==> src/gpio_port_pkg.sv <==
package gpio_port_pkg;
  localparam int DATA_W = 8;
  localparam int ADDR_W = 8;
  // register addresses
  localparam logic [7:0] ADDR_PORT1_DATA = 8'h20;
  localparam logic [7:0] ADDR_PORT1_DIR = 8'h21;
  localparam logic [7:0] ADDR_PORT1_PU = 8'h22;
  localparam logic [7:0] ADDR_PORT1_ADSEL = 8'h23;
  localparam logic [7:0] ADDR_PORT2_DATA = 8'h24;
  localparam logic [7:0] ADDR_PORT2_DIR = 8'h25;
  localparam logic [7:0] ADDR_PORT2_PU = 8'h26;
  localparam logic [7:0] ADDR_PORT2_MODE = 8'h27;
  localparam logic [7:0] ADDR_PORT3_DATA = 8'h28;
  localparam logic [7:0] ADDR_PORT3_DIR = 8'h29;
  localparam logic [7:0] ADDR_PORT3_PU = 8'h2a;
  localparam logic [7:0] ADDR_PORT3_MODE = 8'h2b;
  localparam logic [7:0] ADDR_PORT2_OD = 8'h37;
  // reset values
  localparam logic [7:0] RST_ZERO = 8'h00;
  localparam logic [1:0] RST_OD = 2'h3;
  // mode register field positions
  localparam int MODE_BUZZ_BIT = 7;
  localparam int MODE_PDM_BIT = 4;
  localparam int MODE_PFO_BIT = 4;
  localparam int MODE_TRIG_A_LSB = 0;
  localparam int MODE_TRIG_B_LSB = 2;
  localparam logic [7:0] MODE_WR_MASK = 8'h9f;
  localparam logic [7:0] MODE3_WR_MASK = 8'h1f;
  // pin positions of shared functions
  localparam int PIN_PDM = 2;
  localparam int PIN_BUZZ = 7;
  localparam int OD_LO = 3;
  localparam int OD_HI = 4;
  localparam logic [7:0] ANALOG_CAPABLE = 8'h3f;
  // trigger codes
  localparam logic [1:0] TRIG_FALL = 2'h0;
  localparam logic [1:0] TRIG_RISE = 2'h1;
endpackage

==> src/gpio_port_mode_control.sv <==
`timescale 1ns/1ps
// Function
// - mode bits route modulator, buzzer to port 2
// - port 2 bits 0,1 trigger mode fields
// - port 3 bits 0,1 trigger mode fields
// - direction bit drives latch; resets input
// - port 1 digital read gated by select
// - select zero makes pin analog, blocks read
// - port 1 bits 6,7 digital only
// - data latch loads on write at address
// - data latch holds until next write
// - pull-up enable bits, reset to zero
// - undriven pulled-up input reads one
module gpio_port_mode_control
  import gpio_port_pkg::*;
#(
  parameter int W = DATA_W
) (
  input wire logic clk,
  input wire logic reset,
  input wire logic clk_en,
  input wire logic [ADDR_W-1:0] internal_address_pointer,
  input wire logic wr_strobe,
  input wire logic [W-1:0] wr_data,
  output logic [W-1:0] rd_data,
  input wire logic [W-1:0] port1_pin_in,
  output logic [W-1:0] port1_pin_out,
  output logic [W-1:0] port1_pin_oe,
  output logic [W-1:0] port1_pullup_on,
  output logic [W-1:0] port1_analog_on,
  input wire logic [W-1:0] port2_pin_in,
  output logic [W-1:0] port2_pin_out,
  output logic [W-1:0] port2_pin_oe,
  output logic [W-1:0] port2_pullup_on,
  input wire logic [W-1:0] port3_pin_in,
  output logic [W-1:0] port3_pin_out,
  output logic [W-1:0] port3_pin_oe,
  output logic [W-1:0] port3_pullup_on,
  input wire logic density_modulator_out,
  input wire logic buzzer_out,
  output logic buzzer_output_enable,
  output logic density_modulator_output_enable,
  output logic prog_counter_enable,
  output logic [3:0] ext_irq_event
);

  logic [W-1:0] first_port_data;
  logic [W-1:0] first_port_direction_bits;
  logic [W-1:0] first_port_pullup_bits;
  logic [W-1:0] analog_digital_select_bits;
  logic [W-1:0] second_port_data;
  logic [W-1:0] second_port_direction_bits;
  logic [W-1:0] second_port_pullup_bits;
  logic [W-1:0] port2_pin_mode;
  logic [W-1:0] third_port_data;
  logic [W-1:0] third_port_direction_bits;
  logic [W-1:0] third_port_pullup_bits;
  logic [W-1:0] port3_pin_mode;
  logic [1:0] second_port_open_drain_bits;
  logic [W-1:0] p1_s1, p1_s2, p1_s3;
  logic [W-1:0] p2_s1, p2_s2, p2_s3;
  logic [W-1:0] p3_s1, p3_s2, p3_s3;
  logic [W-1:0] p1_level, p2_level, p3_level;
  logic [W-1:0] p1_digital_en;
  logic [3:0] irq_level, irq_prev;
  logic [7:0] trig_sel;
  logic wr_ok;

  assign wr_ok = clk_en && wr_strobe;

  // data latches: load only on write at their address, else hold
  always_ff @(posedge clk) begin
    if (wr_ok && internal_address_pointer == ADDR_PORT1_DATA) begin
      first_port_data <= wr_data;
    end
    if (wr_ok && internal_address_pointer == ADDR_PORT2_DATA) begin
      second_port_data <= wr_data;
    end
    if (wr_ok && internal_address_pointer == ADDR_PORT3_DATA) begin
      third_port_data <= wr_data;
    end
  end

  // direction and pull-up control registers
  always_ff @(posedge clk) begin
    if (reset) begin
      first_port_direction_bits <= RST_ZERO;
      second_port_direction_bits <= RST_ZERO;
      third_port_direction_bits <= RST_ZERO;
      first_port_pullup_bits <= RST_ZERO;
      second_port_pullup_bits <= RST_ZERO;
      third_port_pullup_bits <= RST_ZERO;
    end else if (wr_ok) begin
      unique case (internal_address_pointer)
        ADDR_PORT1_DIR: first_port_direction_bits <= wr_data;
        ADDR_PORT2_DIR: second_port_direction_bits <= wr_data;
        ADDR_PORT3_DIR: third_port_direction_bits <= wr_data;
        ADDR_PORT1_PU: first_port_pullup_bits <= wr_data;
        ADDR_PORT2_PU: second_port_pullup_bits <= wr_data;
        ADDR_PORT3_PU: third_port_pullup_bits <= wr_data;
        default: ;
      endcase
    end
  end

  // analog select, mode and open-drain registers
  always_ff @(posedge clk) begin
    if (reset) begin
      analog_digital_select_bits <= RST_ZERO;
      port2_pin_mode <= RST_ZERO;
      port3_pin_mode <= RST_ZERO;
      second_port_open_drain_bits <= RST_OD;
    end else if (wr_ok) begin
      unique case (internal_address_pointer)
        ADDR_PORT1_ADSEL: analog_digital_select_bits <= wr_data;
        ADDR_PORT2_MODE: port2_pin_mode <= wr_data & MODE_WR_MASK;
        ADDR_PORT3_MODE: port3_pin_mode <= wr_data & MODE3_WR_MASK;
        ADDR_PORT2_OD: second_port_open_drain_bits <= wr_data[OD_HI:OD_LO];
        default: ;
      endcase
    end
  end

  // three-stage pin synchronisers; a level counts once stages 2,3 agree
  always_ff @(posedge clk) begin
    if (reset) begin
      {p1_s1, p1_s2, p1_s3, p1_level} <= '0;
      {p2_s1, p2_s2, p2_s3, p2_level} <= '0;
      {p3_s1, p3_s2, p3_s3, p3_level} <= '0;
    end else if (clk_en) begin
      p1_s1 <= port1_pin_in;
      p1_s2 <= p1_s1;
      p1_s3 <= p1_s2;
      p2_s1 <= port2_pin_in;
      p2_s2 <= p2_s1;
      p2_s3 <= p2_s2;
      p3_s1 <= port3_pin_in;
      p3_s2 <= p3_s1;
      p3_s3 <= p3_s2;
      p1_level <= (p1_s2 & p1_s3) | (p1_level & (p1_s2 | p1_s3));
      p2_level <= (p2_s2 & p2_s3) | (p2_level & (p2_s2 | p2_s3));
      p3_level <= (p3_s2 & p3_s3) | (p3_level & (p3_s2 | p3_s3));
    end
  end

  // per-bit pin drivers and port 1 input gating
  genvar i;
  generate
    for (i = 0; i < W; i++) begin : g_bit
      assign port1_pin_out[i] = first_port_data[i];
      assign port1_pin_oe[i] = first_port_direction_bits[i];
      assign port1_pullup_on[i] = first_port_pullup_bits[i];
      // analog path only where the bit can be analog
      assign port1_analog_on[i] = ANALOG_CAPABLE[i] &&
        !analog_digital_select_bits[i];
      assign p1_digital_en[i] = analog_digital_select_bits[i] ||
        !ANALOG_CAPABLE[i];
      assign port3_pin_out[i] = third_port_data[i];
      assign port3_pin_oe[i] = third_port_direction_bits[i];
      assign port3_pullup_on[i] = third_port_pullup_bits[i];
      assign port2_pullup_on[i] = second_port_pullup_bits[i];
    end
  endgenerate

  // port 2 pin sharing and open-drain handling
  always_comb begin
    port2_pin_out = second_port_data;
    port2_pin_oe = second_port_direction_bits;
    if (port2_pin_mode[MODE_PDM_BIT]) begin
      port2_pin_out[PIN_PDM] = density_modulator_out;
      port2_pin_oe[PIN_PDM] = 1'b1;
    end
    if (port2_pin_mode[MODE_BUZZ_BIT]) begin
      port2_pin_out[PIN_BUZZ] = buzzer_out;
      port2_pin_oe[PIN_BUZZ] = 1'b1;
    end
    // open drain: drive low only, release when high
    if (second_port_open_drain_bits[0]) begin
      port2_pin_oe[OD_LO] = second_port_direction_bits[OD_LO] &&
        !second_port_data[OD_LO];
    end
    if (second_port_open_drain_bits[1]) begin
      port2_pin_oe[OD_HI] = second_port_direction_bits[OD_HI] &&
        !second_port_data[OD_HI];
    end
  end

  assign buzzer_output_enable = port2_pin_mode[MODE_BUZZ_BIT];
  assign density_modulator_output_enable = port2_pin_mode[MODE_PDM_BIT];
  assign prog_counter_enable = port3_pin_mode[MODE_PFO_BIT];

  // read mux; pins read their synchronised level (pull-up gives 1)
  always_ff @(posedge clk) begin
    if (reset) begin
      rd_data <= RST_ZERO;
    end else if (clk_en) begin
      unique case (internal_address_pointer)
        ADDR_PORT1_DATA: rd_data <= p1_level & p1_digital_en;
        ADDR_PORT1_DIR: rd_data <= first_port_direction_bits;
        ADDR_PORT1_PU: rd_data <= first_port_pullup_bits;
        ADDR_PORT1_ADSEL: rd_data <= analog_digital_select_bits;
        ADDR_PORT2_DATA: rd_data <= p2_level;
        ADDR_PORT2_DIR: rd_data <= second_port_direction_bits;
        ADDR_PORT2_PU: rd_data <= second_port_pullup_bits;
        ADDR_PORT2_MODE: rd_data <= port2_pin_mode;
        ADDR_PORT3_DATA: rd_data <= p3_level;
        ADDR_PORT3_DIR: rd_data <= third_port_direction_bits;
        ADDR_PORT3_PU: rd_data <= third_port_pullup_bits;
        ADDR_PORT3_MODE: rd_data <= port3_pin_mode;
        ADDR_PORT2_OD: rd_data <= {3'h0, second_port_open_drain_bits, 3'h0};
        default: rd_data <= RST_ZERO;
      endcase
    end
  end

  // external interrupt edge detection per trigger mode
  assign irq_level = {p3_level[1], p3_level[0], p2_level[1], p2_level[0]};
  assign trig_sel = {port3_pin_mode[MODE_TRIG_B_LSB +: 2],
                     port3_pin_mode[MODE_TRIG_A_LSB +: 2],
                     port2_pin_mode[MODE_TRIG_B_LSB +: 2],
                     port2_pin_mode[MODE_TRIG_A_LSB +: 2]};

  always_ff @(posedge clk) begin
    if (reset) begin
      irq_prev <= 4'h0;
      ext_irq_event <= 4'h0;
    end else if (clk_en) begin
      irq_prev <= irq_level;
      for (int k = 0; k < 4; k++) begin
        unique case (trig_sel[2*k +: 2])
          TRIG_FALL: ext_irq_event[k] <= irq_prev[k] && !irq_level[k];
          TRIG_RISE: ext_irq_event[k] <= !irq_prev[k] && irq_level[k];
          default: ext_irq_event[k] <= irq_prev[k] ^ irq_level[k];
        endcase
      end
    end
  end

endmodule // gpio_port_mode_control

==> config.mk <==
export PLATFORM = sky130hd
export DESIGN_NAME = gpio_port_mode_control
export DESIGN_NICKNAME = d
export VERILOG_FILES = /design/src/gpio_port_pkg.sv /design/src/gpio_port_mode_control.sv
export SDC_FILE = /design/constraint.sdc
export NUM_CORES = 1
export LEC_CHECK = 0
export ABC_AREA = 1
export BUFFER_PORTS_ARGS = -buffer_cell sky130_fd_sc_hd__buf_2
export CAP_MARGIN = 20
export CORE_ASPECT_RATIO = 1.75
export CORE_MARGIN = 4
export CORE_UTILIZATION = 44
export DETAILED_ROUTE_END_ITERATION = 6
export GPL_TIMING_DRIVEN = 0
export HOLD_SLACK_MARGIN = 0.05
export PLACE_DENSITY_LB_ADDON = 0.25
export SLEW_MARGIN = 20
export SYNTH_ARGS = -nofsm -noshare
export SYNTH_HDL_FRONTEND = slang
export SYNTH_SLANG_ARGS = --single-unit
==> constraint.sdc <==
create_clock -name clk -period 1.45 [get_ports clk]
set_input_delay 0.145 -clock clk [delete_from_list [all_inputs] [get_ports clk]]
set_output_delay 0.145 -clock clk [all_outputs]
set_load 0.02 [all_outputs]
Word level (Yosys, flattened, before mapping)
Index checks and enable logic that the tools add are counted.
- add/sub/neg operators: 0
- multiply operators: 0
- div/mod/pow operators: 0
- order comparisons: 0
- equality and inequality tests: 17
- shift operators: 0
- muxes and demuxes: 11
- bitwise logic cells: 17
- reduce and logical (&&, ||, !) cells: 44
- operator list (kind ; number):
    8-bit by 6-bit == test with 1-bit output (second input constant) ; 13
    8-bit one-hot mux with 13 select lines ; 1
    8-bit bitwise AND ; 7
    8-bit OR ; 6
    2-bit AND reduction ; 10
    1-bit logical NOT ; 16
    1-bit logical AND ; 14
    2-bit by 1-bit == test with 1-bit output (second input constant) ; 4
    2-bit logical NOT ; 4
    1-bit one-hot mux with 2 select lines ; 4
    1-bit two-way mux ; 6
    1-bit XOR ; 4
- register bits after elaboration: 205
- latch bits: 0
- RAM bits: 0
- memory bits (read-only): 0
- input port bits: 46
- memories: 0

Longest topological paths before layout
- word-level depth: 3
- depth in mapped cells: 12
- gate-level depth less buffers: 11

Least setup slack after synthesis
OpenSTA, ideal clock, no wires.
- kind: input to register
- from: in internal_address_pointer[4]
- to: reg second_port_data[0] (enable)
- setup time: 370 ps
- arrival time: 1101 ps
- data required time: 1080 ps
- path slack: -21 ps
- stages on the path: 7
- cell sequence: inv_1 > nand2_1 > nor2_4 > buf_6 > buf_6 > nand2_1 > nor2_1
- longest elaborated chain between the ends: 2
- RTL lines (item ; line ; source):
    start: declaration ; gpio_port_mode_control.sv:22 ; input wire logic [ADDR_W-1:0] internal_address_pointer,
    8-bit by 6-bit == test with 1-bit output ; gpio_port_mode_control.sv:76 ; if (wr_ok && internal_address_pointer == ADDR_PORT2_DATA) begin
    1-bit logical AND ; gpio_port_mode_control.sv:76 ;
    end signal: assignment ; gpio_port_mode_control.sv:77 ; second_port_data <= wr_data;
    end: declaration ; gpio_port_mode_control.sv:51 ; logic [W-1:0] second_port_data;
Every way passes these cells.
A chain may end at the register's enable or synchronous reset.

Final worst setup path
- from: reg analog_digital_select_bits[2]
- to: reg rd_data[2]
- longest elaborated chain between the ends: 2
- RTL lines (item ; line ; source):
    start: declaration ; gpio_port_mode_control.sv:50 ; logic [W-1:0] analog_digital_select_bits;
    start signal: assignment ; gpio_port_mode_control.sv:115 ; ADDR_PORT1_ADSEL: analog_digital_select_bits <= wr_data;
    8-bit bitwise AND ; gpio_port_mode_control.sv:198 ; ADDR_PORT1_DATA: rd_data <= p1_level & p1_digital_en;
    8-bit one-hot mux with 13 select lines * ; gpio_port_mode_control.sv:197 ; unique case (internal_address_pointer)
    end signal: assignment ; gpio_port_mode_control.sv:198 ;
    end signal: assignment ; gpio_port_mode_control.sv:199 ; ADDR_PORT1_DIR: rd_data <= first_port_direction_bits;
    end signal: assignment ; gpio_port_mode_control.sv:200 ; ADDR_PORT1_PU: rd_data <= first_port_pullup_bits;
    end: declaration ; gpio_port_mode_control.sv:25 ; output logic [W-1:0] rd_data,
Every way passes the cells marked *; elsewhere a longest branch is shown, timed or not.

==> impl_summary.txt <==
----------------------------------------------------
[Finish]
  Final core utilization ... 55.5%
  Share of final-layout standard cells stronger than drive strength 1 ... 18.4%
  Cell Count, Final, Fillers Out ... 1526
  Combined area of the multi-input logic cells ... 3420 µm²
  Antenna fix cells ... 0
  Final Cell Area ... 10400 µm²
  Sequential Area ... 4350 µm²
  # fillers ... 1827
  Net count reported at finish ... 1330
  Area growth from synthesis to final layout ... 22.9%

[Route]
  Violation count after the first detailed-route iteration ... 518
  Post-route antenna net violation count ... 0
  Via Count ... 8009
  Detailed-route wire length per cell ... 16.9 µm
  Detailed-route wire length ... 25800 µm
  Ratio of routed vias to standard cells ... 5.25
  Length of the first detailed-routing pass in iterations ... 5
  Drc violations ... 0

[Die]
  Boundary pin count ... 141
  Die width ... 113 µm
  Die boundary height ... 192 µm
  Die footprint ... 21600 µm²
  Core Rows ... 66
  Std-Cell Core Area ... 18700 µm²
  Effective utilization at floorplan ... 45.2%

[STA]
  Hold_ws ... 0.0847 ns
  Period utilization ... 98.7%
  Max Clock Freq ... 0.699 GHz
  Total count of max-transition violations in the final report ... 0
  Worst slew slack as a fraction of its limit ... 54.3%
  Number of failing hold endpoints at the final stage ... 0
  Unrepaired setup endpoints after global routing ... false
  Minimum period implied by the final worst setup slack ... 1.43 ns
  Clock Skew ... 0.0180 ns
  Worst slew pin tran ... 0.686 ns
  Worst path setup slack after routing ... 0.0191 ns
  Number of setup violations in the final report ... 0

[Global route]
  Global Route Usage Sum ... 23.4%
  Vias in the first global route ... 7626
  Maximum number of pins on one net before global-route repair ... 18
  Total congestion overflow after global routing ... 0
  Wire length of the first global-routing pass ... 40200 µm
  Number of antenna violations at the first check in global routing ... 0

[Synth]
  Total of flip-flops plus latches after synthesis ... 205
  Post-Synthesis Cells ... 1087
  Register area share after synthesis ... 51.3%
  Number of synthesis warnings ... 0
  Syn Std Cell Area ... 8470 µm²
  Mapped Avg Cell Area ... 7.79 µm²
  Number of unique standard cell types used by synthesis ... 24

[Placed design]
  Area after DPL ... 9470 µm²
  Cell count after placement ... 1464
  Number of port buffers ... 138
  Placed wire-length estimate ... 19300 µm
  Worst slack at placement ... -0.504 ns
  Global placement routability congestion ... 0.977

[Pwr]
  Cell-internal power ... 9.15 mW
  Switching power as a share of total power ... 23.1%
  Part of the power in registers ... 50.0%
  Comb power frac ... 6.6%
  Leak Pwr ... 4.22 nW
  Share of total power in the clock network ... 43.3%
  Net switching power figure ... 2.74 mW
  Largest voltage drop on the vdd net ... 0.000963 V
  Power density over cell area ... 1140 nW/µm²

[CTS]
  Clock tree from TritonCTS ... yes
  Post-CTS setup repair buffer count ... 0
  Clock-pin transition on the worst setup and hold timing paths ... 0.07 ns
  CTS max path bufs ... 3
  Clock sink count ... 205
  H-Tree Depth ... 1
  Clk root buf ... sky130_fd_sc_hd__clkbuf_16
  Latest clock arrival within the worst-skew pair ... 0.49 ns
  Number of buffers created by CTS ... 19

[Critical path]
  Kind of end point of the critical path ... flip-flop
  Endpoint required time on the critical path ... 1.78 ns
  Peak fanout along the critical path ... 3
  Worst setup slack for register-to-register paths ... 0.02 ns
  CP Launch Type ... flip-flop
  Type of the setup path with the least slack ... flip-flop to flip-flop
  Arrival @ worst endpoint ... 1.76 ns

[Flow run]
  Total of max-cap violations ... 0

[Worst hold path]
  Worst min path class ... input port to flip-flop

[Status]
  Result of the run ... finished clean

----------------------------------------------------
==> cell usage after synthesis <==
cell,instances,share of area [%]
sky130_fd_sc_hd__nor3_1,3,0.18
sky130_fd_sc_hd__nand3b_1,1,0.089
sky130_fd_sc_hd__buf_6,7,0.93
sky130_fd_sc_hd__a21oi_1,122,7.2
sky130_fd_sc_hd__edfxtp_1,24,8.5
sky130_fd_sc_hd__nor2_4,6,0.80
sky130_fd_sc_hd__a31oi_1,4,0.30
sky130_fd_sc_hd__nor2_1,146,6.5
sky130_fd_sc_hd__nand3_2,5,0.59
sky130_fd_sc_hd__clkbuf_1,40,1.8
sky130_fd_sc_hd__buf_1,1,0.044
sky130_fd_sc_hd__o21ai_1,13,0.77
sky130_fd_sc_hd__nand3_1,95,5.6
sky130_fd_sc_hd__ha_1,8,1.2
sky130_fd_sc_hd__nor2_2,5,0.37
sky130_fd_sc_hd__buf_4,13,1.2
sky130_fd_sc_hd__conb_1,1,0.044
sky130_fd_sc_hd__inv_1,82,3.6
sky130_fd_sc_hd__nand2_2,7,0.52
sky130_fd_sc_hd__o21ai_0,172,10
sky130_fd_sc_hd__dfxtp_1,181,43
sky130_fd_sc_hd__inv_2,7,0.31
sky130_fd_sc_hd__nand2_1,132,5.9
sky130_fd_sc_hd__buf_2,12,0.71
==> cells in the final DEF, fill, tap and decap left out, types with 2 or more instances in the layout <==
| master | count |
|---|---|
| sky130_fd_sc_hd__inv_1 | 82 |
| sky130_fd_sc_hd__o21ai_1 | 13 |
| sky130_fd_sc_hd__clkbuf_16 | 19 |
| sky130_fd_sc_hd__a21oi_1 | 122 |
| sky130_fd_sc_hd__nor3_2 | 2 |
| sky130_fd_sc_hd__buf_6 | 7 |
| sky130_fd_sc_hd__inv_2 | 7 |
| sky130_fd_sc_hd__conb_1 | 2 |
| sky130_fd_sc_hd__clkbuf_1 | 41 |
| sky130_fd_sc_hd__clkinv_2 | 4 |
| sky130_fd_sc_hd__a31oi_1 | 4 |
| sky130_fd_sc_hd__nand3_1 | 95 |
| sky130_fd_sc_hd__dlygate4sd3_1 | 29 |
| sky130_fd_sc_hd__nor2_2 | 8 |
| sky130_fd_sc_hd__dfxtp_1 | 180 |
| sky130_fd_sc_hd__nor2_1 | 143 |
| sky130_fd_sc_hd__nand2_1 | 132 |
| sky130_fd_sc_hd__bufinv_16 | 3 |
| sky130_fd_sc_hd__nand3_2 | 5 |
| sky130_fd_sc_hd__nand2_2 | 7 |
| sky130_fd_sc_hd__nor2_4 | 6 |
| sky130_fd_sc_hd__edfxtp_1 | 24 |
| sky130_fd_sc_hd__buf_4 | 13 |
| sky130_fd_sc_hd__o21ai_0 | 172 |
| sky130_fd_sc_hd__clkinv_4 | 2 |
| sky130_fd_sc_hd__ha_1 | 8 |
| sky130_fd_sc_hd__buf_2 | 150 |
==> cell type report <==
type / instances / share of cell area (%)
tap: 238 / 2.86
sequential: 205 / 41.8
clock inverter: 12 / 1.39
timing repair buffer: 167 / 9.43
multi-input combinational: 721 / 32.9
buffer: 73 / 3.75
clock buffer: 21 / 4.74
inverter: 89 / 3.21
==> metrics by stage <==
step	total power, mW	setup TNS (ns)
after floorplan	6.50	0
after global placement	6.79	-20.01
after detailed placement	6.80	-23.36
after CTS	12.0	0
after global routing	12.3	0
final	11.9	0
==> timing repair <==
item	in CTS	in global routing
endpoints found under the hold margin	39	0
endpoints found under the setup margin	3	8
resized for setup	3	1
hold buffers	29	0
==> power groups by stage <==
stage / combinational [mW] / sequential [mW] / clock, mW
2_1_floorplan: 0.435 / 6.06 / 0
3_3_place_gp: 0.717 / 6.07 / 0
3_5_place_dp: 0.725 / 6.07 / 0
4_1_cts: 0.791 / 5.94 / 5.23
5_1_grt: 0.883 / 5.96 / 5.46
6_report: 0.790 / 5.95 / 5.15
==> logic make-up (layout without fill, tap and decap cells) <==
group,after synthesis,after routing,synth area share [%]
buffers and inverters,162,362,8.56
AOI/OAI and AO/OA,311,311,18.4
DFF,205,205,51.3
and+or+nand+nor,400,400,20.5
adders and majority gates,8,8,1.18
other,1,2,0.0443
==> worst max-delay path, stage by stage (launching register included) <==
cell and delay, ns:
sky130_fd_sc_hd__dfxtp_1 0.34, sky130_fd_sc_hd__nand2_1 0.08, sky130_fd_sc_hd__nor2_1 0.05, sky130_fd_sc_hd__nor3_1 0.53, sky130_fd_sc_hd__nand2_1 0.12, sky130_fd_sc_hd__nand2_1 0.08
sky130_fd_sc_hd__a21oi_1 0.07
==> metal layers <==
layer	GRT usage (%)	wire length, µm	share of wire, %	vias up
li1	-	-	-	3981
met5	0	0	0	-
met1	25.8	9710	38	3662
met4	12.6	1370	5.3	0
met2	43.2	13200	51	288
met3	2.53	1480	5.7	78
==> final timing paths <==
kind                                                                 start                                    endpoint  depth (start not counted)
worst min register to register  analog_digital_select_bits[7]$_SDFFE_PP0P_  analog_digital_select_bits[7]$_SDFFE_PP0P_                          2
worst max-delay path            analog_digital_select_bits[2]$_SDFFE_PP0P_                     rd_data[2]$_SDFFE_PP0P_                          6
worst max register to register  analog_digital_select_bits[2]$_SDFFE_PP0P_                     rd_data[2]$_SDFFE_PP0P_                          6
worst min-delay path                                            wr_data[0]                  port1_pin_out[0]$_DFFE_PP_                          1
Power figures use the tool's default switching activity.
